## src/hw/adccm_pkg.sv

```systemverilog
// Package with register map, reset values and shared types of the converter configuration block.
package adccm_pkg;

    // ------------------------------------------------------------------
    // Register offsets
    // ------------------------------------------------------------------
    localparam logic [7:0] OFS_CFG0 = 8'h52;
    localparam logic [7:0] OFS_RATE = 8'h54;
    localparam logic [7:0] OFS_GAIN = 8'h55;
    localparam logic [7:0] OFS_OFF3 = 8'h56;
    localparam logic [7:0] OFS_MUX  = 8'h57;
    localparam logic [7:0] OFS_MODE = 8'h70;

    // ------------------------------------------------------------------
    // Field positions
    // ------------------------------------------------------------------
    localparam int CFG0_START_BIT  = 7;
    localparam int CFG0_EXP_HI     = 6;
    localparam int CFG0_EXP_LO     = 5;
    localparam int MUX_BUSY_BIT    = 7;
    localparam int MUX_DEF_BIT     = 6;
    localparam int MODE_CHOP_HI    = 5;
    localparam int MODE_CHOP_LO    = 4;
    localparam int MODE_FON_BIT    = 3;
    localparam int MODE_FOFF_BIT   = 2;
    localparam int MODE_REFOUT_BIT = 1;
    localparam int MODE_EXTREF_BIT = 0;

    // ------------------------------------------------------------------
    // Values after reset, write mask and fixed read bits
    // ------------------------------------------------------------------
    localparam logic [7:0] RST_CFG0 = 8'h28;
    localparam logic [7:0] RST_RATE = 8'h00;
    localparam logic [7:0] RST_GAIN = 8'h0c;
    localparam logic [7:0] RST_OFF3 = 8'h00;
    localparam logic [5:0] RST_MUX  = 6'h00;
    localparam logic [5:0] RST_MODE = 6'h04;
    localparam logic [7:0] CFG0_WMASK = 8'h7e;
    localparam logic [1:0] MODE_FIXED = 2'h2;

    // ------------------------------------------------------------------
    // Types
    // ------------------------------------------------------------------
    typedef enum logic [1:0] {
        ADCCM_CHOP_ZERO = 2'b00,
        ADCCM_CHOP_ONE  = 2'b01,
        ADCCM_CHOP_EACH = 2'b10,
        ADCCM_CHOP_PAIR = 2'b11
    } adccm_chop_t;

    typedef enum logic [0:0] {
        ADCCM_IDLE = 1'b0,
        ADCCM_CONV = 1'b1
    } adccm_state_t;

    typedef struct packed {
        logic       wr;
        logic       rd;
        logic [7:0] addr;
        logic [7:0] data;
    } adccm_req_t;

endpackage

```

## src/hw/adccm_regs.sv

```systemverilog
// Converter configuration and chip mode registers with conversion sequencing.
`timescale 1ns/100ps

// Behaviour
// - Bits 7:6 of rate register select sampling frequency, reset zero.
// - Bits 5:1 of mux register select the input channel, reset zero.
// - Mux bit 0 picks reference: zero supply voltage, one reference input.
// - Writing one to mux bit 6 loads defaults into all but the mode register and starts a conversion.
// - Mode bits 5:4 chop: hold 0, hold 1, toggle each, toggle every two.
// - Mode bit 3 forces the charge pump on, winning over force-off.
// - Mode bit 2 forces pump off; resets to one.
// - Mode bit 1 routes internal reference onto digital pin a.
// - Mode bit 0 takes external reference from digital pin b.
// - Mux bit 7 is read-only busy; mode bit 7 reads one, bit 6 zero.
// - Elementary count is two to the cfg0 bits 6:5; input chop alternates.
// - Writing one to cfg0 bit 7 starts a conversion.
module adccm_regs
    import adccm_pkg::*;
(
    input  wire logic       clk_sys,
    input  wire logic       rstn,
    input  wire adccm_req_t regReq,
    output logic [7:0]      regRdData,
    input  wire logic       elemDone,
    input  wire logic       supplyLow,
    output logic [1:0]      sample_rate_select,
    output logic [1:0]      second_stage_gain_select,
    output logic [3:0]      second_stage_offset_select,
    output logic            first_stage_gain_select,
    output logic [6:0]      third_stage_gain_select,
    output logic [6:0]      third_stage_offset_select,
    output logic [4:0]      inputChannelSel,
    output logic            referenceSel,
    output logic [1:0]      elementary_count_exponent,
    output logic            convStart,
    output logic            convBusy,
    output logic            resultLoad,
    output logic            inputChop,
    output logic            refChop,
    output logic            pumpOn,
    output logic            reference_out_on_pin_a,
    output logic            external_reference_on_pin_b
);

    // ------------------------------------------------------------------
    // Storage
    // ------------------------------------------------------------------
    logic [7:0]   cfg0_q, rate_q, gain_q, off3_q;
    logic [5:0]   mux_q, mode_q;
    logic [7:0]   rdData_q;
    logic         supplyMeta_q, supplySync_q;
    adccm_state_t state_q, state_d;
    logic [3:0]   elemCnt_q;
    logic         busy_q, start_q, load_q, inChop_q, refChop_q, chopHalf_q, pump_q;

    // ------------------------------------------------------------------
    // Decode
    // ------------------------------------------------------------------
    wire         wrCfg0    = regReq.wr && regReq.addr == OFS_CFG0;
    wire         wrRate    = regReq.wr && regReq.addr == OFS_RATE;
    wire         wrGain    = regReq.wr && regReq.addr == OFS_GAIN;
    wire         wrOff3    = regReq.wr && regReq.addr == OFS_OFF3;
    wire         wrMux     = regReq.wr && regReq.addr == OFS_MUX;
    wire         wrMode    = regReq.wr && regReq.addr == OFS_MODE;
    wire         loadDef   = wrMux && regReq.data[MUX_DEF_BIT];
    wire         startCmd  = loadDef || (wrCfg0 && regReq.data[CFG0_START_BIT]);
    wire [1:0]   expSel    = cfg0_q[CFG0_EXP_HI:CFG0_EXP_LO];
    wire [3:0]   elemTgt   = 4'h1 << expSel;
    wire         lastElem  = (state_q == ADCCM_CONV) && elemDone && (elemCnt_q + 4'h1 == elemTgt);
    wire         fOn       = mode_q[MODE_FON_BIT];
    wire         fOff      = mode_q[MODE_FOFF_BIT];
    wire         pump_d    = fOn || (!fOff && supplySync_q);
    wire [7:0]   cfg0Rd    = {busy_q, cfg0_q[6:1], 1'b0};
    wire [7:0]   muxRd     = {busy_q, 1'b0, mux_q[4:0], mux_q[5]};
    wire [7:0]   modeRd    = {MODE_FIXED, mode_q};
    wire [7:0]   rdMux     = (regReq.addr == OFS_CFG0) ? cfg0Rd :
                             (regReq.addr == OFS_RATE) ? rate_q :
                             (regReq.addr == OFS_GAIN) ? gain_q :
                             (regReq.addr == OFS_OFF3) ? off3_q :
                             (regReq.addr == OFS_MUX)  ? muxRd  :
                             (regReq.addr == OFS_MODE) ? modeRd : 8'h00;
    // The pair phase bit is set after the first elementary conversion of each pair.
    wire         chopEdge  = chopHalf_q;
    wire adccm_chop_t chopMode = adccm_chop_t'(mode_q[MODE_CHOP_HI:MODE_CHOP_LO]);

    // ------------------------------------------------------------------
    // Configuration registers
    // ------------------------------------------------------------------
    // The mux register keeps the reference select in bit 5 of its storage.
    always_ff @(posedge clk_sys or negedge rstn) begin
        if (!rstn) begin
            cfg0_q <= RST_CFG0;
            rate_q <= RST_RATE;
            gain_q <= RST_GAIN;
            off3_q <= RST_OFF3;
            mux_q  <= RST_MUX;
            mode_q <= RST_MODE;
        end else if (loadDef) begin
            cfg0_q <= RST_CFG0;
            rate_q <= RST_RATE;
            gain_q <= RST_GAIN;
            off3_q <= RST_OFF3;
            mux_q  <= RST_MUX;
        end else begin
            if (wrCfg0) cfg0_q <= regReq.data & CFG0_WMASK;
            if (wrRate) rate_q <= regReq.data;
            if (wrGain) gain_q <= regReq.data;
            if (wrOff3) off3_q <= regReq.data;
            if (wrMux)  mux_q  <= {regReq.data[0], regReq.data[5:1]};
            if (wrMode) mode_q <= regReq.data[5:0];
        end
    end

    always_ff @(posedge clk_sys or negedge rstn) begin
        if (!rstn) begin
            rdData_q <= 8'h00;
        end else if (regReq.rd) begin
            rdData_q <= rdMux;
        end
    end

    // ------------------------------------------------------------------
    // Supply level synchroniser and charge pump control
    // ------------------------------------------------------------------
    always_ff @(posedge clk_sys or negedge rstn) begin
        if (!rstn) begin
            supplyMeta_q <= 1'b0;
            supplySync_q <= 1'b0;
            pump_q       <= 1'b0;
        end else begin
            supplyMeta_q <= supplyLow;
            supplySync_q <= supplyMeta_q;
            pump_q       <= pump_d;
        end
    end

    // ------------------------------------------------------------------
    // Conversion sequencer
    // ------------------------------------------------------------------
    always_comb begin
        state_d = state_q;
        case (state_q)
            ADCCM_IDLE: if (startCmd) state_d = ADCCM_CONV;
            ADCCM_CONV: if (lastElem && !startCmd) state_d = ADCCM_IDLE;
            default:    state_d = ADCCM_IDLE;
        endcase
    end

    // A start in the cycle of the last elementary conversion restarts rather than ends.
    always_ff @(posedge clk_sys or negedge rstn) begin
        if (!rstn) begin
            state_q   <= ADCCM_IDLE;
            busy_q    <= 1'b0;
            start_q   <= 1'b0;
            load_q    <= 1'b0;
            elemCnt_q <= 4'h0;
        end else begin
            state_q   <= state_d;
            busy_q    <= (state_d == ADCCM_CONV);
            start_q   <= startCmd;
            load_q    <= lastElem;
            if (startCmd || lastElem) elemCnt_q <= 4'h0;
            else if (state_q == ADCCM_CONV && elemDone) elemCnt_q <= elemCnt_q + 4'h1;
        end
    end

    // ------------------------------------------------------------------
    // Chopping
    // ------------------------------------------------------------------
    always_ff @(posedge clk_sys or negedge rstn) begin
        if (!rstn) begin
            inChop_q   <= 1'b0;
            refChop_q  <= 1'b0;
            chopHalf_q <= 1'b0;
        end else if (startCmd) begin
            inChop_q   <= 1'b0;
            chopHalf_q <= 1'b0;
        end else begin
            if (state_q == ADCCM_CONV && elemDone) begin
                inChop_q <= !inChop_q;
                chopHalf_q <= !chopHalf_q;
            end
            case (chopMode)
                ADCCM_CHOP_ZERO: refChop_q <= 1'b0;
                ADCCM_CHOP_ONE:  refChop_q <= 1'b1;
                ADCCM_CHOP_EACH: if (state_q == ADCCM_CONV && elemDone) refChop_q <= !refChop_q;
                ADCCM_CHOP_PAIR: if (state_q == ADCCM_CONV && elemDone && chopEdge) refChop_q <= !refChop_q;
                default:         refChop_q <= 1'b0;
            endcase
        end
    end

    // ------------------------------------------------------------------
    // Outputs
    // ------------------------------------------------------------------
    assign regRdData                   = rdData_q;
    assign sample_rate_select          = rate_q[7:6];
    assign second_stage_gain_select    = rate_q[5:4];
    assign second_stage_offset_select  = rate_q[3:0];
    assign first_stage_gain_select     = gain_q[7];
    assign third_stage_gain_select     = gain_q[6:0];
    assign third_stage_offset_select   = off3_q[6:0];
    assign inputChannelSel             = mux_q[4:0];
    assign referenceSel                = mux_q[5];
    assign elementary_count_exponent   = expSel;
    assign convStart                   = start_q;
    assign convBusy                    = busy_q;
    assign resultLoad                  = load_q;
    assign inputChop                   = inChop_q;
    assign refChop                     = refChop_q;
    assign pumpOn                      = pump_q;
    assign reference_out_on_pin_a      = mode_q[MODE_REFOUT_BIT];
    assign external_reference_on_pin_b = mode_q[MODE_EXTREF_BIT];
endmodule

```

## config.mk

```make
export PLATFORM = sky130hd
export DESIGN_NAME = adccm_regs
export DESIGN_NICKNAME = d
export VERILOG_FILES = /design/src/hw/adccm_pkg.sv /design/src/hw/adccm_regs.sv
export SDC_FILE = /design/constraint.sdc
export NUM_CORES = 1
export LEC_CHECK = 0
export ABC_AREA = 1
export BUFFER_PORTS_ARGS = -buffer_cell sky130_fd_sc_hd__buf_2
export CORE_MARGIN = 2
export CORE_UTILIZATION = 31
export CTS_CLUSTER_DIAMETER = 120
export DETAILED_ROUTE_END_ITERATION = 12
export PLACE_DENSITY = 0.54
export SETUP_SLACK_MARGIN = 0.1
export SYNTH_ARGS = -nofsm -noshare
export SYNTH_HDL_FRONTEND = slang
export SYNTH_SLANG_ARGS = --single-unit
export TNS_END_PERCENT = 1
```

## constraint.sdc

```tcl
create_clock -name clk_sys -period 2 [get_ports clk_sys]
set_input_delay 0 -clock clk_sys [delete_from_list [all_inputs] [get_ports clk_sys]]
set_output_delay 0 -clock clk_sys [all_outputs]
set_load 0.01 [all_outputs]
```

# After elaboration in Yosys (flattened, before gate mapping)
# Index checks and enable logic that the tools add are counted.
[totals]
output_inout_bits = 47
ff_bits = 64
word_cells = 93
input_bits = 22
[classes]
n_shift = 1
eq_ne = 12
bitwise = 3
muxes = 28
n_addsub = 1
n_reduce_logical = 31
[ops]
columns = ["cell", "count"]
rows = [
  ["8-bit 2-to-1 mux", 12],
  ["8-bit by 7-bit == test with 1-bit output (second input constant)", 6],
  ["7-bit 2-to-1 mux", 2],
  ["2-bit nonzero test", 7],
  ["1-bit logical AND", 13],
  ["6-bit 2-to-1 mux", 2],
  ["1-bit 2-to-1 mux", 8],
  ["4-bit 2-to-1 mux", 2],
  ["1-bit logical NOT", 5],
  ["4-bit by 1-bit adder with 4-bit output (second input constant)", 1],
  ["2-bit == test (second input constant)", 2],
  ["4-bit == test", 1],
  ["2-bit inequality test (second input constant)", 2],
  ["1-bit case mux with 4 select lines", 1],
  ["1-bit by 2-bit << shifter with 4-bit output (first input constant)", 1],
  ["1-bit logical OR", 3],
  ["1-bit inverter", 3],
  ["3-bit AND reduction", 1],
  ["2-bit by 1-bit == test with 1-bit output (second input constant)", 1],
  ["2-bit logical NOT", 1],
  ["1-bit case mux with 2 select lines", 1],
  ["2-bit AND reduction", 1],
]

# Logic depth before layout (Yosys ltp)
# Gate-level depths: netlist of run 1.
[logic_depth]
ltp_word = 8
depth_mapped = 11
mapped_depth_nobuf = 10

# Worst setup path before layout of run 1
# No wires, ideal clock.
[synth_path]
path_kind = "register -> register"
from = "register elemCnt_q[0]"
to = "register busy_q (netlist: convBusy)"
required_ns = 1.873
slack_ns = 0.639
setup_ns = 0.127
synth_period_minus_slack_ns = 1.361
t_arrival_ns = 1.234
path_stages_with_launch = 8
n_path_buf = 0
path_cell_list = "dfrtp_1 -> ha_1 -> o21ai_0 -> nand2_1 -> a21oi_1 -> nand3_1 -> nand2_1 -> nand3_1"
[synth_via]
elab_chain_len = 6
[synth_lines]
columns = ["item", "line_no", "rtl"]
rows = [
  ["start, declared", "adccm_regs.sv:53", "logic [3:0] elemCnt_q;"],
  ["start signal, assigned", "adccm_regs.sv:163", "else if (state_q == ADCCM_CONV && elemDone) elemCnt_q <= elemCnt_q + 4'h1;"],
  ["4-bit by 1-bit adder with 4-bit output", "adccm_regs.sv:69", "wire lastElem = (state_q == ADCCM_CONV) && elemDone && (elemCnt_q + 4'h1 == elemTgt);"],
  ["4-bit == test", "adccm_regs.sv:69", ""],
  ["1-bit logical AND", "adccm_regs.sv:69", ""],
  ["1-bit logical AND", "adccm_regs.sv:144", "ADCCM_CONV: if (lastElem && !startCmd) state_d = ADCCM_IDLE;"],
  ["1-bit 2-to-1 mux", "adccm_regs.sv:144", ""],
  ["1-bit case mux with 2 select lines", "adccm_regs.sv:142", "case (state_q)"],
  ["net state_d", "adccm_regs.sv:52", "adccm_state_t state_q, state_d;"],
  ["end signal, assigned", "adccm_regs.sv:159", "busy_q <= (state_d == ADCCM_CONV);"],
  ["end, declared", "adccm_regs.sv:54", "logic busy_q, start_q, load_q, inChop_q, refChop_q, chopHalf_q, pump_q;"],
]
# The timed path passes the listed nets, and every way through them passes these cells.
# A chain may end at the register's enable or synchronous reset.

# Worst setup path in the final report of run 1
[layout_path]
from = "register elemCnt_q[0]"
to = "register elemCnt_q[3]"
[layout_via]
elab_chain_len = 5
word_cells_on_any_way = 7
cone_classes = "add/sub (1); eq/ne (1); mux (2); reduce/logical (3)"
[layout_lines]
columns = ["item", "line_no", "rtl"]
rows = [
  ["4-bit by 1-bit adder with 4-bit output *", "adccm_regs.sv:69, adccm_regs.sv:163", ""],
  ["4-bit == test", "adccm_regs.sv:69", ""],
  ["1-bit logical AND", "adccm_regs.sv:69", ""],
  ["1-bit logical OR", "adccm_regs.sv:162", "if (startCmd || lastElem) elemCnt_q <= 4'h0;"],
  ["4-bit 2-to-1 mux / 2-bit nonzero test (equally long branches)", "-", ""],
]
# Every way passes the cells marked *; elsewhere a longest branch is shown, timed or not. The select of a mux whose other input is x is not followed.

==> results of run 1 <==
-- power breakdown --
group	internal [mW]	switching [mW]
clock	0.604	0.484
combinational	0.194	0.303
sequential	1.40	0.106
-- per-stage QoR --
step	cells	utilization (%)	worst slack (ps)
floorplan	394	-	639
global placement	582	36.5	377
detailed placement	582	36.5	350
CTS	606	39.3	468
global route	606	39.3	279
finish	606	39.3	471
-- worst max path at each step --
stage,startpoint,to,slack (ps),depth (start not counted)
after floorplan,elemCnt_q[0],convBusy,640,7
after global placement,regReq[15],rate_q[2],380,9
after detailed placement,regReq[15],rate_q[5],350,9
after CTS,elemCnt_q[0],elemCnt_q[3],470,7
after global routing,elemCnt_q[0],elemCnt_q[0],280,7
final,elemCnt_q[0],elemCnt_q[3],470,7
-- cell families after synthesis --
logic type      after synthesis
compound gates               62
xor+xnor                      1
fa+ha+maj                     1
buf+inv                      64
flops                        63
mux                           1
simple gates                202
-- sequential cells by signal (all words and copies together), names as in the netlist --
register and flops:
cfg0_q 6, chopEdge 1, convBusy 1, convStart 1, elemCnt_q 4, gain_q 8
inputChop 1, mode_q 6, mux_q 6, off3_q 8, pumpOn 1, rate_q 8
refChop 1, regRdData 8, resultLoad 1, supplyMeta_q 1, supplySync_q 1
-- cells in the final DEF, fill, tap and decap left out, drive strengths merged, types with 6 or more instances in the layout --
cell         count
a21oi            6
clkbuf          12
buf             72
dfrtp           58
dlygate4sd3      8
nand4            6
nor2            41
inv             46
o21ai           53
nand2          105
nand3           41
-- worst register-to-register path, cell delays in order (launching register included) --
cell     delay, ps
dfrtp_1        430
ha_1           340
o21ai_0         80
nand2_1         60
a21oi_1        120
nand3_1        200
nand3_1        140
nand2_1         50
-- synthesized netlist by cell type, types with 2 or more instances --
master    count
dfstp_2       5
nor2_1       34
nor2_4        4
nand2_2       4
a31oi_1       2
buf_4        10
o21ai_0      45
inv_1        45
o21ai_1       4
nand2_1     101
o21ai_2       4
nand3_1      41
buf_6         2
or2_2         5
dfrtp_1      58
nand4_1       5
clkbuf_1      3
nor2_2        2
a21oi_1       5
-- area by class of cell --
type	count	area [µm²]	share of cell area, %
clock inverter	4	45.0	1.16
timing repair buffer	80	463	12.0
sequential	63	1580	40.9
multi-input combinational	267	1290	33.4
inverter	47	178	4.59
clock buffer	12	145	3.75
tap	133	166	4.30
-- layer usage --
layer  GRT usage [%]  routed length [µm]  vias to the layer above
li1                -                   -                     1411
met1            24.1                4290                     1313
met2            27.4                4170                       91
met3            4.95                 575                       21
met4            6.00                 197                        0
met5               0                   0                        -
-- timing repair --
item / in CTS / in global routing
endpoints found under the setup margin: 0 / 0
hold endpoints to repair: 34 / 0
hold buffers: 8 / 0
buffers inserted: 0 / 0
==> run summary, run 1 <==
Summing the areas of all compound-gate instances in the mapped netlist gives 10.5% of the synthesized area. In this run the worst hold path is classified as in -> reg. The die covers 11,100 µm².

The first-pass iteration count of the detailed router was 4. Setup total negative slack on the finished layout was measured at 0 ps. The power after layout was 3.09 mW; the number of unique standard cell types used by synthesis was 34. The die width was 105 µm. STA classifies the critical path startpoint as a register.

Across every metal layer, demand over resource in global routing totals 17.8%. Each instance of the synthesized netlist takes up on average 8.08 µm². The tools report the peak ir drop on the vdd network as 0.326 mV.

The flow ran to the end, and the final reports show no timing, DRC or antenna violations. The number of max-cap violations is 0, and the number of hold violations in the final report is 0. The worst setup path is of the reg -> reg kind.

The critical path contains buffers and inverters numbering 0 combined. The post-layout net count was 491; the placed standard-cell area was 3600 µm². The logs give 394 for the cell count after synthesis and 0 for the final number of max-transition violations. Setup violations remaining at the end of the flow were counted as 0. The smallest clock period supported by the final layout is computed as 1530 ps.

The wire length per cell after detailed routing works out to 15.2 µm. For the number of global-route vias before repair, the log shows 2,792. TritonCTS built the clock tree. For this run, the register share of the synthesized area comes to 49.7%.

The clock edge transition at the registers on the reported setup and hold paths came out at 70 ps. The area inside the core boundary was 9860 µm²; the post-synthesis register bit count was 63. In this run the cell area of the synthesized design comes to 3180 µm². CTS placed an instance of clkbuf_8 at the clock tree root. Power spread over the standard cell area amounts to 798 nW/µm². For the via count of the routed design, the log shows 2,836. The logs give 417 for the post-synth net total and 9230 µm for the final wirelength. After synthesis, the largest family of logic cells by area is simple AND/OR/NAND/NOR gates. For the final database, setup skew stands at 9.10 ps. The period utilization is 76.5%. The run gives 0 as the number of synthesis warnings. Global placement routability congestion: 0.923. Cells with a size suffix above 1 make up 24.7% of the layout. The die is 105 µm tall.

Setup repair after global routing left no endpoint under its margin. The endpoint identified for the worst register-to-register timing path is elemCnt_q[3]. STA classifies the critical path endpoint as a register. Counting the buffers created by CTS gives 9. On the critical path the largest part of the delay comes from simple AND/OR/NAND/NOR gates. The detailed-route vias per instance is 4.68. The fraction of synthesis flops using an asynchronous set or reset pin works out to 100%.

The tools report the initial antenna violation count as 0. In the synthesized netlist the dominant register cell turns out to be dfrtp_1. Along the worst hold path, the cell count comes to 3. The filler cell count in the final layout is 1,046, and the number of enable-type register cells in the synthesized netlist is 0.

The total grt overflow was 0. The critical-path maximum fanout was 6; the initial cell density of the core was 32.3%. For this design the top-level I/O count stands at 69. Summed over its instances, the top area cell type makes up 45.6% of the synthesized netlist area.

For hold timing, the worst endpoint is regRdData[6]. The tools report the post-cts resize count as 0. The tools report the worst min-delay path startpoint as regReq[16].

The count of nets left with antenna violations once routing finished came out at 0. Traced cell by cell, the critical path runs through ha_1, o21ai_0, nand2_1, a21oi_1, nand3_1, nand3_1, nand2_1. The area added between synthesis and finish was 21.7%. In this run the core area contains 36 standard-cell rows.

After Yosys synthesis, full adders, half adders and majority gates account for 0.393% of the synthesized area. In this design, the stage delay of the slowest critical-path cell is 430 ps. For the final antenna diode count, the log shows 0. The worst-case clock buffer depth is 2. For the H-tree depth, the log shows 3. The startpoint identified for the worst register-to-register timing path is elemCnt_q[0]. Sorting the synthesized cells by area gives the leading types as dfrtp_1 (46%), nand2_1 (12%), o21ai_0 (7.1%). Input and output buffers added on the ports amount to 68. After detailed routing, the number of remaining DRC violations is 0. The clock reaches the later pin of the worst-skew pair after 350 ps.

For the pin with the worst max-slew slack, the measured transition is 672 ps. The placed wire-length estimate is 7150 µm. Data on the critical path is required at its endpoint by 2240 ps.

In this run the tightest slew margin relative to its limit is 55.2%. The fraction of the mapped netlist area in simple logic gates is 29.1%. Total non-filler cell area in the finished layout: 3870 µm².

Measured in cells, the most critical reg-to-reg path has a length of 7. The tree built by TritonCTS fans out to 63 sinks. The largest area contributor in the synthesized netlist is dfrtp_1.

The flop-to-flop setup slack is 470 ps, and the arrival time of the worst setup path is 1770 ps. After the first detailed-routing iteration, the DRC count stood at 154. The tools report the leakage power as 2.10 nW. The run gives 15,100 µm as the first-pass GRT wire length. The fraction of synthesized area in multiplexers came out at 0.354%. After Yosys synthesis, XOR and XNOR cells account for 0.275% of the synthesized area. For this run, the top clock speed supported by timing is 0.654 GHz. Entering global routing, the biggest net connects 37 pins. The cell with the largest stage delay on the worst path was dfrtp_1. Hold timing on the final database bottoms out at a slack of 3.17 ps.
No activity file was read; power rests on OpenSTA's default activity.
==> run 2, diff against run 1 <==
- clock period: 2 -> 1.6 ns (I/O delays scaled with it)
==> run 2 against run 1 <==
Combinational power is 48% higher. Critical path type unchanged. Clock power is 13% higher. Sequential share of layout area is 0.93 points lower. Register-to-register slack worse by 260 ps. Non-clock buffer count is 11 higher. Sequential power is 24% higher. Hold slack better by 5.0 ps. Critical endpoint is now convBusy.
==> run summary, run 2 (synthesized netlist as in run 1, its figures left out) <==
The flow ran to the end, and the final reports show no timing, DRC or antenna violations. Cell with the largest stage delay on the worst path: dfrtp_1 (unchanged). Among the stages of the critical path, the cell type that occurs most often is nand2_1. The count of cells along the worst hold path was 3 (unchanged); the total grt overflow was 0 (unchanged). Via count of the routed design: 2,890 (was 2,836). The final number of max-transition violations was 0 (unchanged).

The final wirelength is 9470 µm (was 9230 µm). The wire length per cell after detailed routing is 15.4 µm (was 15.2 µm). Most common library cell in the layout ignoring fill and taps: nand2_1 (unchanged). The global placement routability congestion came out at 0.909 (was 0.923). The max-slew headroom at the worst pin is 57.7% (was 55.2%). The final antenna diode count came out at 0 (unchanged). The filler cell count in the final layout was 1,053 (was 1,046); the total number of cells along the worst setup path was 6 (was 7). The logs give 0 (unchanged) for the number of max-cap violations and 17.7% (was 17.8%) for the total track usage. The vertical die dimension came out at 105 µm (unchanged). Setup repair after global routing left no endpoint under its margin. The class of the most critical setup path is reg -> reg (unchanged).

The period utilization came out at 87.0% (was 76.5%). The detailed-route vias per instance is 4.69 (was 4.68). Peak ir drop on the vdd network: 0.367 mV (was 0.326 mV). The worst reg2reg path depth is 6 (was 7).

The run gives 208 ps (was 471 ps) as the post-layout worst setup margin. The number of design-rule violations left by the first detailed-router iteration is 144 (was 154). Power after layout: 3.83 mW (was 3.09 mW).

The tools report the placed wire-length estimate as 7270 µm (was 7150 µm). The type of the most critical hold path is in -> reg (unchanged). The fraction of final layout cells with drive strength greater than 1 was 28.2% (was 24.7%); the clock edge transition at the registers on the reported setup and hold paths was 80 ps (was 70 ps).

The number of buffers created by CTS was 9 (unchanged); the number of hold violations in the final report was 0 (unchanged). The number of rows in the core area is 36 (unchanged). Final setup skew: 9.98 ps (was 9.10 ps).

The highest cell delay on the worst timing path is 420 ps (was 430 ps). For the initial cell density of the core, the log shows 32.3% (unchanged). The logs give 11,100 µm² (unchanged) for the die area and 1840 ps (was 2240 ps) for the critical path data required time. Maximum number of pins on one net before global-route repair: 27 (was 37). The first-pass GRT wire length is 15,000 µm (was 15,100 µm). TritonCTS built the clock tree.

Die width: 105 µm (unchanged). The startpoint kind of the worst setup timing path was a register (unchanged). For the worst slack at placement, the log shows 84.9 ps (was 350 ps). The total non-filler cell area in the finished layout was 3960 µm² (was 3870 µm²). The I/O pin count was 69 (unchanged).

The logs give 3660 µm² (was 3600 µm²) for the placed standard-cell area and 0 (unchanged) for the initial antenna violation count. The actual transition at the worst max-transition pin is 635 ps (was 672 ps). Crit path cell chain: ha_2, nand2_1, a21oi_2, nand3_4, nand2_1, nand3_1 (was ha_1, o21ai_0, nand2_1, a21oi_1, nand3_1, nand3_1, nand2_1).

Family with the most delay on the worst path: flip-flops (was simple AND/OR/NAND/NOR gates). Post-route antenna net violation count: 0 (unchanged). The setup TNS is 0 ps (unchanged), and the first-pass iteration count of the detailed router is 4 (unchanged).

The tools report the cell at the root of the clock tree as clkbuf_8 (unchanged). The leakage power was 2.13 nW (was 2.10 nW); the number of sinks handled by clock tree synthesis was 63 (unchanged). Area added between synthesis and finish: 24.5% (was 21.7%). The run gives 0 (unchanged) as the final setup violation count.

The cell area power density came out at 966 nW/µm² (was 798 nW/µm²). Arrival time of the worst setup path: 1630 ps (was 1770 ps). The detailed-route DRC error count came out at 0 (unchanged). The worst-case clock buffer depth was 2 (unchanged); the maximum frequency from static timing analysis was 0.718 GHz (was 0.654 GHz). The tools report the critical path endpoint category as a register (unchanged). The critical-path maximum fanout came out at 6 (unchanged).

The multi-input logic area is 1330 µm² (was 1290 µm²), and the insertion delay to the later sink of the worst-skew pair is 350 ps (about the same). For the number of global-route vias before repair, the log shows 2,772 (was 2,792). For the area inside the core boundary, the log shows 9860 µm² (unchanged). Minimum clock period: 1390 ps (was 1530 ps). The sequential cell area in the final layout was 1580 µm² (unchanged); the H-tree depth was 3 (unchanged). The post-layout net count was 502 (was 491). The count of buffers inserted at the top-level ports was 68 (unchanged). Critical path buffer and inverter count: 0 (unchanged).

Leading cell types in the layout, fill and taps excluded: nand2_1 (97), buf_2 (68), dfrtp_1 (58) (was nand2_1 (101), buf_2 (68), dfrtp_1 (58)).
run 2: cell types whose count changed in the layout (fill, tap and decap cells not counted), moves of 2 or more:
cell	delta
buf_4	+11
nand2_1	-4
nand2_2	+4
nand3_1	-2
run 2: worst paths after layout:
| path | start | to | slack, ps |
|---|---|---|---|
| worst max-delay path | elemCnt_q[0] | convBusy | 210 |
| worst min-delay path | regReq[16] | regRdData[6] | 8 |
| worst max register to register | elemCnt_q[0] | convBusy | 210 |
| worst min register to register | supplyMeta_q | supplySync_q | 350 |
| max in group asynchronous | rstn | mux_q[3] | 700 |
| min in group asynchronous | rstn | elemCnt_q[3] | 210 |
run 2: power breakdown:
group	switching (mW)	internal, mW
sequential	0.118	1.75
clock	0.638	0.588
combinational	0.426	0.309
run 2: worst min-delay path, delay by kind of cell:
kind / cells / cell delay, ps
buffers and inverters: 1 / 160
AND/OR/NAND/NOR: 2 / 150
run 2: layout make-up:
| type | count | share of cell area, % |
|---|---|---|
| timing repair buffer | 91 | 13.8 |
| clock buffer | 11 | 3.57 |
| sequential | 63 | 39.9 |
| inverter | 47 | 4.48 |
| tap | 133 | 4.20 |
| multi-input combinational | 267 | 33.5 |
| clock inverter | 4 | 0.568 |
run 2: per-layer routing:
| layer | up-vias | global-route usage [%] | routed length (µm) |
|---|---|---|---|
| met2 | 78 | 28.0 | 4430 |
| met4 | 0 | 5.24 | 137 |
| met5 | - | 0 | 0 |
| met1 | 1380 | 24.5 | 4390 |
| li1 | 1420 | - | - |
| met3 | 12 | 3.59 | 516 |
run 2: metrics by stage:
step | cells | util (%) | hold WS [ps]
2_1_floorplan | 394 | - | -296
3_3_place_gp | 590 | 37.1 | 66.2
3_5_place_dp | 590 | 37.1 | 56.1
4_1_cts | 613 | 39.7 | 14.3
5_1_grt | 616 | 40.2 | 34.1
6_report | 616 | 40.2 | 8.13
run 2: repair_timing:
item	4_1_cts	5_1_grt
buffers inserted	0	3
endpoints found under the hold margin	30	0
gates resized for setup	1	9
hold buffers	8	0
pin swaps	0	2
setup endpoints to repair	5	6
